### src/common/fsp_pkg.sv
// constants, types and register map of the flash section protection block
package fsp_pkg;

    // ----------------------------------------------------------------
    // memory geometry
    // ----------------------------------------------------------------
    localparam int unsigned FLASH_AW    = 15;
    localparam int unsigned PAGE_SHIFT  = 9;
    localparam logic [16:0] FLASH_BYTES = 17'h0_8000;
    localparam int unsigned EE_AW       = 8;
    localparam logic [2:0]  SPAN_MAX    = 3'h5;
    localparam logic [2:0]  SPAN_ONE    = 3'h0;
    localparam logic [2:0]  SPAN_TWO    = 3'h1;
    localparam logic [7:0]  FUSE_ZERO   = 8'h00;

    // ----------------------------------------------------------------
    // register map
    // ----------------------------------------------------------------
    localparam logic [7:0]  REG_CTRL      = 8'h00;
    localparam logic [7:0]  REG_STAT      = 8'h04;
    localparam logic [7:0]  REG_BOUND     = 8'h08;
    localparam logic [7:0]  REG_FUSE      = 8'h0C;
    localparam int unsigned CTRL_RLOCK    = 0;
    localparam int unsigned CTRL_CLOCK    = 1;
    localparam int unsigned CTRL_DLOCK    = 2;
    localparam int unsigned CTRL_VSEL     = 3;
    localparam int unsigned CTRL_CMD_LSB  = 4;
    localparam int unsigned CTRL_SPAN_LSB = 8;
    localparam int unsigned STAT_DENIED   = 2;
    localparam logic [1:0]  RESP_OKAY     = 2'h0;
    localparam logic [1:0]  RESP_SLVERR   = 2'h2;
    localparam logic [31:0] DATA_ZERO     = 32'h0000_0000;

    // ----------------------------------------------------------------
    // types
    // ----------------------------------------------------------------
    typedef enum logic [1:0] {SEC_LOADER, SEC_CODE, SEC_DATA} fsp_sec_t;

    typedef enum logic [2:0] {
        CMD_NONE,
        CMD_FL_WRITE,
        CMD_FL_PAGE_ERASE,
        CMD_FL_MULTI_ERASE,
        CMD_EE_WRITE,
        CMD_EE_ERASE,
        CMD_EE_ERASE_WRITE
    } fsp_cmd_t;

    typedef enum logic [1:0] {ST_IDLE, ST_FLASH, ST_EEPROM} fsp_state_t;

    typedef struct packed {
        logic        valid;
        logic        write;
        logic        eeprom;
        logic        word;
        logic [15:0] addr;
        logic [15:0] data;
    } fsp_req_t;

    typedef struct packed {
        fsp_cmd_t    kind;
        logic [15:0] addr;
        logic [2:0]  span_log;
        logic [15:0] data;
    } fsp_op_t;

endpackage

### src/rtl/fsp_flash_section_protection.sv
// flash section partitioning, self-programming protection and lock bits
// ----------------------------------------------------------------
// What this block does
// - flash pages are 512 bytes; erase by whole pages, write by byte or word
// - both size fuses count 512-byte blocks for the section boundaries
// - loader section runs from flash address zero to the loader end boundary
// - loader size fuse zero makes the whole flash the loader section
// - code fuse zero, loader nonzero: code section to flash end, no data section
// - code fuse not above loader fuse: no code section, data section to flash end
// - code fuse above loader fuse: code to code end, data section above it
// - a boundary above the flash size (FLASH_BYTES) replaces that fuse by its default
// - never write the section the issuing code is executing from
// - the loader section is never writable by the CPU
// - code section writable only while executing from the loader
// - data section writable only while executing from loader or code section
// - flash programming halts the CPU, EEPROM does not; data-section code denied
// - read lock blocks reads and fetches of the loader by outside code
// - read lock settable only from loader code, effective once execution leaves
// - code and data write locks, once set, block further programming
// - vectors at code section start after reset, select bit moves them to loader
// - EEPROM of 256 bytes, byte writes, erase blocks of 1 to 32 bytes
// - EEPROM erase-then-write of one byte in a single command
// - reads during a write or erase wait until it completes
//
// Our own choices: register access over AXI4-Lite and the register offsets.
module fsp_flash_section_protection
    import fsp_pkg::*;
#(
    parameter logic [7:0] DEFAULT_LOADER_SIZE = 8'h00,
    parameter logic [7:0] DEFAULT_CODE_SIZE   = 8'h00
)
(
    // clock and reset
    input  wire logic                aclk,
    input  wire logic                aresetn,
    input  wire logic                aclken,
    // fuse loader
    input  wire logic [7:0]          loader_size_fuse,
    input  wire logic [7:0]          code_size_fuse,
    input  wire logic                startup_done,
    // cpu side
    input  wire logic [FLASH_AW-1:0] fetch_addr,
    input  wire fsp_req_t            cpu_req,
    output logic                     cpu_ack,
    output logic                     cpu_wait,
    output logic                     cpu_halt,
    output logic                     req_denied,
    output logic                     read_blocked,
    output logic                     fetch_blocked,
    output logic [FLASH_AW-1:0]      vector_base,
    // memory array side
    output fsp_op_t                  nvm_op,
    output logic                     op_start,
    input  wire logic                op_done,
    // axi4-lite slave
    input  wire logic [7:0]          s_axi_awaddr,
    input  wire logic                s_axi_awvalid,
    output logic                     s_axi_awready,
    input  wire logic [31:0]         s_axi_wdata,
    input  wire logic [3:0]          s_axi_wstrb,
    input  wire logic                s_axi_wvalid,
    output logic                     s_axi_wready,
    output logic [1:0]               s_axi_bresp,
    output logic                     s_axi_bvalid,
    input  wire logic                s_axi_bready,
    input  wire logic [7:0]          s_axi_araddr,
    input  wire logic                s_axi_arvalid,
    output logic                     s_axi_arready,
    output logic [31:0]              s_axi_rdata,
    output logic [1:0]               s_axi_rresp,
    output logic                     s_axi_rvalid,
    input  wire logic                s_axi_rready
);

    // ----------------------------------------------------------------
    // functions
    // ----------------------------------------------------------------
    function automatic logic [16:0] block_end(input logic [7:0] blocks);
        block_end = {blocks, {PAGE_SHIFT{1'b0}}};
    endfunction

    function automatic fsp_sec_t section_of(input logic [FLASH_AW-1:0] a,
                                            input logic [7:0] bsz,
                                            input logic [7:0] csz);
        if (bsz == FUSE_ZERO)
            section_of = SEC_LOADER;
        else if ({2'b00, a} < block_end(bsz))
            section_of = SEC_LOADER;
        else if (csz == FUSE_ZERO)
            section_of = SEC_CODE;
        else if (csz <= bsz)
            section_of = SEC_DATA;
        else if ({2'b00, a} < block_end(csz))
            section_of = SEC_CODE;
        else
            section_of = SEC_DATA;
    endfunction

    function automatic logic [15:0] align(input logic [15:0] a, input logic [3:0] sh);
        align = a & ~((16'h0001 << sh) - 16'h0001);
    endfunction

    function automatic logic [7:0] fuse_check(input logic [7:0] f, input logic [7:0] dflt);
        fuse_check = (block_end(f) > FLASH_BYTES) ? dflt : f;
    endfunction

    // ----------------------------------------------------------------
    // state
    // ----------------------------------------------------------------
    fsp_state_t     state;
    logic           fuse_valid;
    logic [7:0]     boot_sz;
    logic [7:0]     code_sz;
    logic           rlock;
    logic           clock_bit;
    logic           dlock;
    logic           vsel;
    fsp_cmd_t       cmd;
    logic [2:0]     span_req;
    logic           lock_active;
    logic           denied_flag;

    // ----------------------------------------------------------------
    // section decode and permission
    // ----------------------------------------------------------------
    wire fsp_sec_t  exec_sec = section_of(fetch_addr, boot_sz, code_sz);
    wire fsp_sec_t  tgt_sec  = section_of(cpu_req.addr[FLASH_AW-1:0], boot_sz, code_sz);

    wire logic      fl_cmd   = (cmd == CMD_FL_WRITE) || (cmd == CMD_FL_PAGE_ERASE)
                               || (cmd == CMD_FL_MULTI_ERASE);
    wire logic      ee_cmd   = (cmd == CMD_EE_WRITE) || (cmd == CMD_EE_ERASE)
                               || (cmd == CMD_EE_ERASE_WRITE);

    // same-section writes fall out: loader never, code only from loader
    wire logic      code_ok  = (exec_sec == SEC_LOADER) && !clock_bit;
    wire logic      data_ok  = (exec_sec != SEC_DATA) && !dlock;
    wire logic      fl_ok    = (tgt_sec == SEC_CODE) ? code_ok
                             : (tgt_sec == SEC_DATA) ? data_ok
                             : 1'b0;
    wire logic      ee_ok    = exec_sec != SEC_DATA;
    wire logic      write_ok = cpu_req.eeprom ? (ee_ok && ee_cmd) : (fl_ok && fl_cmd);

    wire logic      rd_block = !cpu_req.eeprom && (lock_active || rlock)
                               && (tgt_sec == SEC_LOADER) && (exec_sec != SEC_LOADER);
    wire logic      take     = cpu_req.valid && (state == ST_IDLE) && !cpu_ack;
    wire logic      start_op = take && cpu_req.write && write_ok;

    // ----------------------------------------------------------------
    // operation shaping
    // ----------------------------------------------------------------
    wire logic [2:0] span_fl = (span_req > SPAN_MAX) ? SPAN_MAX
                             : (span_req < SPAN_TWO) ? SPAN_TWO : span_req;
    wire logic [2:0] span_ee = (span_req > SPAN_MAX) ? SPAN_MAX : span_req;
    wire logic [15:0] ee_addr = {{(16-EE_AW){1'b0}}, cpu_req.addr[EE_AW-1:0]};

    fsp_op_t next_op;
    always_comb
    begin
        next_op.kind     = cmd;
        next_op.data     = cpu_req.data;
        next_op.span_log = SPAN_ONE;
        next_op.addr     = cpu_req.addr;
        case (cmd)
            CMD_FL_WRITE:
                next_op.addr = cpu_req.word ? align(cpu_req.addr, 4'h1) : cpu_req.addr;
            CMD_FL_PAGE_ERASE:
                next_op.addr = align(cpu_req.addr, 4'(PAGE_SHIFT));
            CMD_FL_MULTI_ERASE:
            begin
                next_op.span_log = span_fl;
                next_op.addr     = align(cpu_req.addr, 4'(PAGE_SHIFT) + {1'b0, span_fl});
            end
            CMD_EE_ERASE:
            begin
                next_op.span_log = span_ee;
                next_op.addr     = align(ee_addr, {1'b0, span_ee});
            end
            CMD_EE_WRITE, CMD_EE_ERASE_WRITE:
                next_op.addr = ee_addr;
            default:
                next_op.addr = cpu_req.addr;
        endcase
    end

    // ----------------------------------------------------------------
    // fuse sampling
    // ----------------------------------------------------------------
    always_ff @(posedge aclk)
    begin
        if (!aresetn)
        begin
            fuse_valid <= 1'b0;
            boot_sz    <= FUSE_ZERO;
            code_sz    <= FUSE_ZERO;
        end
        else if (aclken && startup_done && !fuse_valid)
        begin
            // taken once only; later fuse changes are ignored until reset
            fuse_valid <= 1'b1;
            boot_sz    <= fuse_check(loader_size_fuse, DEFAULT_LOADER_SIZE);
            code_sz    <= fuse_check(code_size_fuse, DEFAULT_CODE_SIZE);
        end
    end

    // ----------------------------------------------------------------
    // request handling
    // ----------------------------------------------------------------
    wire fsp_state_t op_state = cpu_req.eeprom ? ST_EEPROM : ST_FLASH;

    always_ff @(posedge aclk)
    begin
        if (!aresetn)
        begin
            state        <= ST_IDLE;
            cpu_ack      <= 1'b0;
            cpu_wait     <= 1'b0;
            cpu_halt     <= 1'b0;
            req_denied   <= 1'b0;
            read_blocked <= 1'b0;
            op_start     <= 1'b0;
            nvm_op       <= '0;
        end
        else if (aclken)
        begin
            cpu_ack      <= take;
            req_denied   <= take && cpu_req.write && !write_ok;
            read_blocked <= take && !cpu_req.write && rd_block;
            op_start     <= start_op;
            cpu_wait     <= cpu_req.valid && (state != ST_IDLE) && !op_done;
            if (start_op)
            begin
                nvm_op   <= next_op;
                state    <= op_state;
                cpu_halt <= !cpu_req.eeprom;
            end
            else if ((state != ST_IDLE) && op_done)
            begin
                state    <= ST_IDLE;
                cpu_halt <= 1'b0;
            end
        end
    end

    // ----------------------------------------------------------------
    // read lock and vector base
    // ----------------------------------------------------------------
    always_ff @(posedge aclk)
    begin
        if (!aresetn)
        begin
            lock_active   <= 1'b0;
            fetch_blocked <= 1'b0;
            vector_base   <= '0;
        end
        else if (aclken)
        begin
            if (rlock && (exec_sec != SEC_LOADER))
                lock_active <= 1'b1;
            fetch_blocked <= lock_active && (exec_sec == SEC_LOADER);
            vector_base   <= vsel ? '0 : FLASH_AW'(block_end(boot_sz));
        end
    end

    // ----------------------------------------------------------------
    // axi4-lite write channel
    // ----------------------------------------------------------------
    logic [7:0]  aw_addr;
    logic [31:0] w_data;
    logic [3:0]  w_strb;
    wire  logic  do_write  = !s_axi_awready && !s_axi_wready && !s_axi_bvalid;
    wire  logic  wr_ctrl   = do_write && (aw_addr == REG_CTRL);
    wire  logic  wr_stat   = do_write && (aw_addr == REG_STAT);
    wire  logic  wr_known  = wr_ctrl || wr_stat || (aw_addr == REG_BOUND)
                             || (aw_addr == REG_FUSE);
    wire  logic  loader_wr = exec_sec == SEC_LOADER;

    always_ff @(posedge aclk)
    begin
        if (!aresetn)
        begin
            s_axi_awready <= 1'b1;
            s_axi_wready  <= 1'b1;
            s_axi_bvalid  <= 1'b0;
            s_axi_bresp   <= RESP_OKAY;
            aw_addr       <= '0;
            w_data        <= DATA_ZERO;
            w_strb        <= '0;
        end
        else if (aclken)
        begin
            if (s_axi_awvalid && s_axi_awready)
            begin
                aw_addr       <= s_axi_awaddr;
                s_axi_awready <= 1'b0;
            end
            if (s_axi_wvalid && s_axi_wready)
            begin
                w_data       <= s_axi_wdata;
                w_strb       <= s_axi_wstrb;
                s_axi_wready <= 1'b0;
            end
            if (do_write)
            begin
                s_axi_bvalid <= 1'b1;
                s_axi_bresp  <= wr_known ? RESP_OKAY : RESP_SLVERR;
            end
            else if (s_axi_bvalid && s_axi_bready)
            begin
                s_axi_bvalid  <= 1'b0;
                s_axi_awready <= 1'b1;
                s_axi_wready  <= 1'b1;
            end
        end
    end

    // ----------------------------------------------------------------
    // control register
    // ----------------------------------------------------------------
    always_ff @(posedge aclk)
    begin
        if (!aresetn)
        begin
            rlock       <= 1'b0;
            clock_bit   <= 1'b0;
            dlock       <= 1'b0;
            vsel        <= 1'b0;
            cmd         <= CMD_NONE;
            span_req    <= SPAN_ONE;
            denied_flag <= 1'b0;
        end
        else if (aclken)
        begin
            if (wr_ctrl && w_strb[0])
            begin
                // locks only ever set; clearing needs a reset
                if (w_data[CTRL_RLOCK] && loader_wr)
                    rlock <= 1'b1;
                if (w_data[CTRL_CLOCK])
                    clock_bit <= 1'b1;
                if (w_data[CTRL_DLOCK])
                    dlock <= 1'b1;
                vsel <= w_data[CTRL_VSEL];
                cmd  <= fsp_cmd_t'(w_data[CTRL_CMD_LSB +: 3]);
            end
            if (wr_ctrl && w_strb[1])
                span_req <= w_data[CTRL_SPAN_LSB +: 3];
            // a new denial wins over a clear in the same cycle
            if (take && cpu_req.write && !write_ok)
                denied_flag <= 1'b1;
            else if (wr_stat && w_strb[0] && w_data[STAT_DENIED])
                denied_flag <= 1'b0;
        end
    end

    // ----------------------------------------------------------------
    // axi4-lite read channel
    // ----------------------------------------------------------------
    wire logic [31:0] ctrl_view = {21'h0, span_req, 1'b0, cmd, vsel, dlock, clock_bit, rlock};
    wire logic [31:0] stat_view = {27'h0, fuse_valid, lock_active, denied_flag,
                                   state == ST_EEPROM, state == ST_FLASH};
    wire logic [31:0] bound_view = {16'(block_end(code_sz)), 16'(block_end(boot_sz))};
    wire logic [31:0] fuse_view = {16'h0, code_sz, boot_sz};
    wire logic        rd_known  = (s_axi_araddr == REG_CTRL) || (s_axi_araddr == REG_STAT)
                                  || (s_axi_araddr == REG_BOUND)
                                  || (s_axi_araddr == REG_FUSE);
    wire logic [31:0] rd_mux    = (s_axi_araddr == REG_CTRL)  ? ctrl_view
                                : (s_axi_araddr == REG_STAT)  ? stat_view
                                : (s_axi_araddr == REG_BOUND) ? bound_view
                                : (s_axi_araddr == REG_FUSE)  ? fuse_view
                                : DATA_ZERO;

    always_ff @(posedge aclk)
    begin
        if (!aresetn)
        begin
            s_axi_arready <= 1'b1;
            s_axi_rvalid  <= 1'b0;
            s_axi_rdata   <= DATA_ZERO;
            s_axi_rresp   <= RESP_OKAY;
        end
        else if (aclken)
        begin
            if (s_axi_arvalid && s_axi_arready)
            begin
                s_axi_arready <= 1'b0;
                s_axi_rvalid  <= 1'b1;
                s_axi_rdata   <= rd_mux;
                s_axi_rresp   <= rd_known ? RESP_OKAY : RESP_SLVERR;
            end
            else if (s_axi_rvalid && s_axi_rready)
            begin
                s_axi_rvalid  <= 1'b0;
                s_axi_arready <= 1'b1;
            end
        end
    end

endmodule

### config.mk
export PLATFORM = sky130hd
export DESIGN_NAME = fsp_flash_section_protection
export DESIGN_NICKNAME = d
export VERILOG_FILES = /design/src/common/fsp_pkg.sv /design/src/rtl/fsp_flash_section_protection.sv
export SDC_FILE = /design/constraint.sdc
export NUM_CORES = 1
export LEC_CHECK = 0
export ABC_AREA = 1
export BUFFER_PORTS_ARGS = -buffer_cell sky130_fd_sc_hd__buf_2
export CAP_MARGIN = 40
export CORE_MARGIN = 2
export CORE_UTILIZATION = 54
export CTS_CLUSTER_SIZE = 10
export DETAILED_ROUTE_END_ITERATION = 16
export PLACE_DENSITY = 0.93
export SLEW_MARGIN = 10
export SYNTH_ARGS = -nofsm -noshare
export SYNTH_HDL_FRONTEND = slang
export SYNTH_SLANG_ARGS = --single-unit
export TNS_END_PERCENT = 20
### constraint.sdc
create_clock -name aclk -period 3.5 [get_ports aclk]
set_clock_uncertainty 0.05 [all_clocks]
set_input_delay 0.35 -clock aclk [delete_from_list [all_inputs] [get_ports aclk]]
set_output_delay 0.35 -clock aclk [all_outputs]
set_load 0.01 [all_outputs]
### After elaboration in Yosys (flattened, before gate mapping)

Index checks and enable logic that the tools add are counted.

* $mul: 0
* equal/unequal tests: 17
* muxes and demuxes: 47
* add/subtract/negate cells: 3
* reduce and logical (&&, ||, !) cells: 86
* divide/modulo/power cells: 0
* bitwise operators: 4
* shift-type cells: 2
* order comparisons: 9

Operators with widths (count)
* two-way mux 32 bit: 3
* case mux 16 bit (5 select lines): 1
* < comparator 15 x 17 -> 1 bit: 4
* logical AND 1 bit: 35
* greater-than comparator 17 x 16 -> 1 bit, second input constant: 2
* == test 8 x 4 -> 1 bit, second input constant: 4
* zero test 8 bit: 4
* NOT 16 bit: 2
* subtractor 16 x 1 -> 16 bit, second input constant: 2
* two-way mux 2 bit: 15
* AND reduction 2 bit: 12
* two-way mux 1 bit: 20
* AND 16 bit: 1
* AND 8 x 16 -> 16 bit: 1
* == test 8 x 3 -> 1 bit, second input constant: 2
* two-way mux 16 bit: 1
* two-way mux 8 bit: 2
* left shift 1 x 3 -> 16 bit, first input constant: 1
* left shift 1 x 4 -> 16 bit, first input constant: 1
* two-way mux 15 bit: 1
* nonzero test 2 bit: 6
* zero test 1 bit: 11
* logical OR 1 bit: 11
* == test 3 bit, second input constant: 3
* other kinds (14): 23

* word-level logic and storage cells: 203
* bits in read-only memories: 0
* output and inout bits: 101
* bits in latches: 0
* bits in writable memories: 0
* register bits: 153
* input port bits: 129
* memories: 0

### Longest topological paths before layout

* depth after elaboration: 16
* gate-level depth with buffers: 19
* gate-level depth less buffers: 18

### Least setup slack after synthesis

OpenSTA, ideal clock, no wires.

* path type: register -> register
* from: register boot_sz[3]
* to: register nvm_op[35] (netlist name)
* cell stages (with the launch flop): 17
* buffers on the path: 1
* data required time: 3337 ps
* slack: 1430 ps
* setup time: 113 ps
* clock period less this slack: 2070 ps
* arrival time: 1908 ps
* path through: dfxtp_1 -> inv_1 -> ha_1 -> nand2_1 -> inv_2 -> nand2_1 -> nand2_1 -> nand2_1 -> a21oi_1 -> nand2_1 -> nor2_1 -> nor2_2 -> nor2_8 -> nand3_4 -> buf_2 -> nor2_1 -> nor2_1

* cells in the longest elaborated chain, start to end: 13

RTL lines
* start: declaration: line fsp_flash_section_protection.sv:112 `logic [7:0] boot_sz;`
* start signal: assignment: line fsp_flash_section_protection.sv:200 `boot_sz <= fuse_check(loader_size_fuse, DEFAULT_LOADER_SIZE);`
* <= comparator 8 bit: line fsp_flash_section_protection.sv:91 `else if (csz <= bsz)`
* two-way mux 2 bit: line fsp_flash_section_protection.sv:91
* two-way mux 2 bit: line fsp_flash_section_protection.sv:89 `else if (csz == FUSE_ZERO)`
* two-way mux 2 bit: line fsp_flash_section_protection.sv:87 `else if ({2'b00, a} < block_end(bsz))`
* two-way mux 2 bit: line fsp_flash_section_protection.sv:85 `if (bsz == FUSE_ZERO)`
* != test 2 bit: line fsp_flash_section_protection.sv:136, fsp_flash_section_protection.sv:140
* logical AND 1 bit: line fsp_flash_section_protection.sv:136 `wire logic data_ok = (exec_sec != SEC_DATA) && !dlock;`
* two-way mux 1 bit: line fsp_flash_section_protection.sv:138 `: (tgt_sec == SEC_DATA) ? data_ok`
* two-way mux 1 bit: line fsp_flash_section_protection.sv:137 `wire logic fl_ok = (tgt_sec == SEC_CODE) ? code_ok`
* logical AND 1 bit: line fsp_flash_section_protection.sv:141 `wire logic write_ok = cpu_req.eeprom ? (ee_ok && ee_cmd) : (fl_ok && fl_cmd);`
* two-way mux 1 bit *: line fsp_flash_section_protection.sv:141
* logical AND 1 bit *: line fsp_flash_section_protection.sv:146 `wire logic start_op = take && cpu_req.write && write_ok;`
* AND reduction 2 bit (no line) *
* end signal: assignment: line fsp_flash_section_protection.sv:232 `nvm_op <= next_op;`
* end: declaration: line fsp_flash_section_protection.sv:52 `output fsp_op_t nvm_op,`

Mark *: on every way between the ends. The rest lies on a longest branch, timed or not.
A chain may end at the register's enable or synchronous reset.

### Final worst setup path

* from: register boot_sz[3]
* to: register nvm_op[22] (netlist name)

The elaborated chain is that of the path after synthesis.

==> results.txt <==
boundary pin count - 230
vias in the first global route - 5,900
combinational share of power - 11.3%
synth warn - 0
switch share - 24.9%
crit path kind - reg2reg
status - completed
gr usage total - 27.2%
Iter 0 DRT Violations - 584
clk root buf - clkbuf_16
Seq pwr share - 41.0%
Worst-path clk slew - 50 ps
Hold Vio Cnt, Final - 0
# DRC - 0
WP data arrival - 3180 ps
largest net degree at the start of global routing - 74
clk sinks - 131
port buffer count - 176
Syn Std Cell Area - 6500 sq um
ANT cells - 0
GPL Wtd Cong - 0.926
GR Overflow Total - 0
leakage power - 3.97 nW
CTS tree - yes
minimum clock period - 2970 ps
CP endpoint kind - register
RSZ-0062 raised after global routing - false
Max Buffers Root-to-Sink - 2
crit path launch type - register
VDD IR max - 0.403 mV
Synth async-reset ratio - 0%
leading cell type in the layout, fill and taps excluded - nand2_1
Die Width - 114 microns
Initial Utilization - 54.8%
Net Sw Power - 0.000966 W
CP Max Fanout - 73
DP Wirelength - 12,600 microns
Post-CTS Setup Inserts - 0
Max Cap Viol - 0
Total Wirelength - 17,600 microns
power per cell area - 487 nW/um^2
hold path depth - 3
Via-to-Cell Ratio - 5.26
register bit total from synthesis - 131
CTS Buf Count - 17
Vias - 6,568
most frequent cells in the layout - nand2_1 (186), buf_2 (176), dfxtp_1 (131)
hold_buf cts - 0
EDFF count, synth - 0
min-delay worst type - in2reg
worst skew pair latency - 410 ps
number of nets in the layout - 1,248
Final Cycle Share - 84.8%
setup tns final - 0 ps
slew of the pin with the lowest slew margin - 816 ps
clock network fraction of design power - 47.7%
Die Ht - 114 microns
Fillers - 1,038
Power Internal - 0.00291 W
die area - 12,900 sq um
Syn-to-layout area delta - 22.4%
Detail Route Antenna Nets - 0
Avg Inst Size Synth - 7.01 sq um
Final Setup Violations - 0
total core area - 11,900 sq um
Main synth FF type - dfxtp_1
Final Max Tran Viols - 0
fmax - 0.337 GHz
Seq/Total Area, Yosys - 40.4%
initial antenna violation count - 0
Mapped Cells - 927
Wirelength per Cell - 14.1 microns
post-CTS sizing - 0
num rows - 40
CP required - 3710 ps
1st-pass router iterations - 5
worst-case reg-to-reg path depth - 18
hold_ws - 105 ps
first-pass GRT wire length - 28,000 microns
layout cells sized above 1 - 20.5%
Slew headroom - 45.5%
H-tree Lvls - 4
Synth cell types - 42
-- per-layer routing --
metal | track usage (%) | vias up | wire length (microns)
met5 | 0 | - | 0
met4 | 12.4 | 0 | 523
met3 | 7.60 | 51 | 1620
met2 | 44.1 | 320 | 8080
met1 | 33.9 | 2914 | 7410
li1 | - | 3283 | -
-- area by class of cell --
| class | instances | area [sq um] | area share (%) |
|---|---|---|---|
| Multi-Input combinational cell | 623 | 3120 | 39.2 |
| Timing Repair Buffer | 179 | 903 | 11.4 |
| Sequential cell | 131 | 2620 | 33.0 |
| Clock inverter | 10 | 156 | 1.97 |
| Clock buffer | 21 | 450 | 5.66 |
| Inverter | 138 | 518 | 6.51 |
| Tap cell | 147 | 184 | 2.31 |
-- cells in the mapped netlist (3+ instances only) --
library cell / number / area, sq um
buf_6: 4 / 45.0
inv_1: 122 / 458
o21a_1: 3 / 22.5
clkinv_1: 4 / 15.0
nor3_1: 3 / 15.0
dfxtp_1: 131 / 2620
nand3_1: 44 / 220
nor2_1: 115 / 432
inv_2: 12 / 45.0
o221ai_1: 3 / 26.3
nand2_1: 186 / 698
a211oi_1: 8 / 60.1
o21ai_0: 53 / 265
nand4_1: 12 / 75.1
o21ai_1: 4 / 20.0
clkbuf_1: 26 / 97.6
buf_2: 3 / 15.0
nor4_1: 3 / 18.8
ha_1: 29 / 363
o211ai_1: 11 / 82.6
a21oi_1: 100 / 500
a21boi_0: 5 / 37.5
buf_4: 20 / 150
-- registers in the layout, indices dropped and copies added (netlist names), 2 cells and up --
| signal | flops |
|---|---|
| aw_addr | 8 |
| boot_sz | 8 |
| cmd | 3 |
| code_sz | 8 |
| nvm_op | 38 |
| s_axi_rdata | 23 |
| span_req | 3 |
| vector_base | 6 |
| w_data | 10 |
| w_strb | 2 |
-- stage by stage --
step           setup slack [ps]  cells  util, %  instance area, sq um  power, W
2_1_floorplan              1430    947        -                  6570   0.00190
3_3_place_gp                701   1218     61.9                  7350   0.00203
3_5_place_dp                623   1218     61.9                  7350   0.00205
4_1_cts                     576   1249     67.0                  7950   0.00388
5_1_grt                     298   1249     67.0                  7950   0.00402
6_report                    534   1249     67.0                  7950   0.00388
-- worst max-delay path, cell delays in order, from the launching register on --
cell     delay, ps
dfxtp_1        370
inv_1          200
ha_1           370
nand2_1         60
inv_2           50
nand2_1         40
nand2_1         60
nand2_1         50
a21oi_1        170
nand2_1        100
nand2_1         70
nand2_1         60
nand3_1        100
nand2_2        150
nand3_4         90
buf_4          560
nand2_1        120
nand2_1         90
nor2_1          40
-- power groups by stage --
stage | Combinational, W | Clock (W) | Sequential (W)
after CTS | 0.000434 | 0.00186 | 0.00159
after detailed placement | 0.000428 | 0 | 0.00162
after global placement | 0.000414 | 0 | 0.00162
final | 0.000439 | 0.00185 | 0.00159
after global routing | 0.000499 | 0.00193 | 0.00159
after floorplan | 0.000286 | 0 | 0.00162
-- cell families after synthesis --
group           count (synthesis)  synth area share [%]
simple gates                  372                  24.0
fa+ha+maj                      29                  5.58
flops                         131                  40.4
buf+inv                       193                  12.8
other cells                     2                 0.116
compound gates                200                  17.1
-- final timing paths --
check	start	endpoint	slack, ps
worst max-delay path	boot_sz[3]$_SDFFE_PN0P_	nvm_op[22]$_SDFFE_PN0P_	530
worst min register to register	w_data[0]$_SDFFE_PN0P_	w_data[0]$_SDFFE_PN0P_	400
worst min-delay path	cpu_req[7]	nvm_op[7]$_SDFFE_PN0P_	110
worst max register to register	boot_sz[3]$_SDFFE_PN0P_	nvm_op[22]$_SDFFE_PN0P_	530
(Power assumes the default switching activity.)
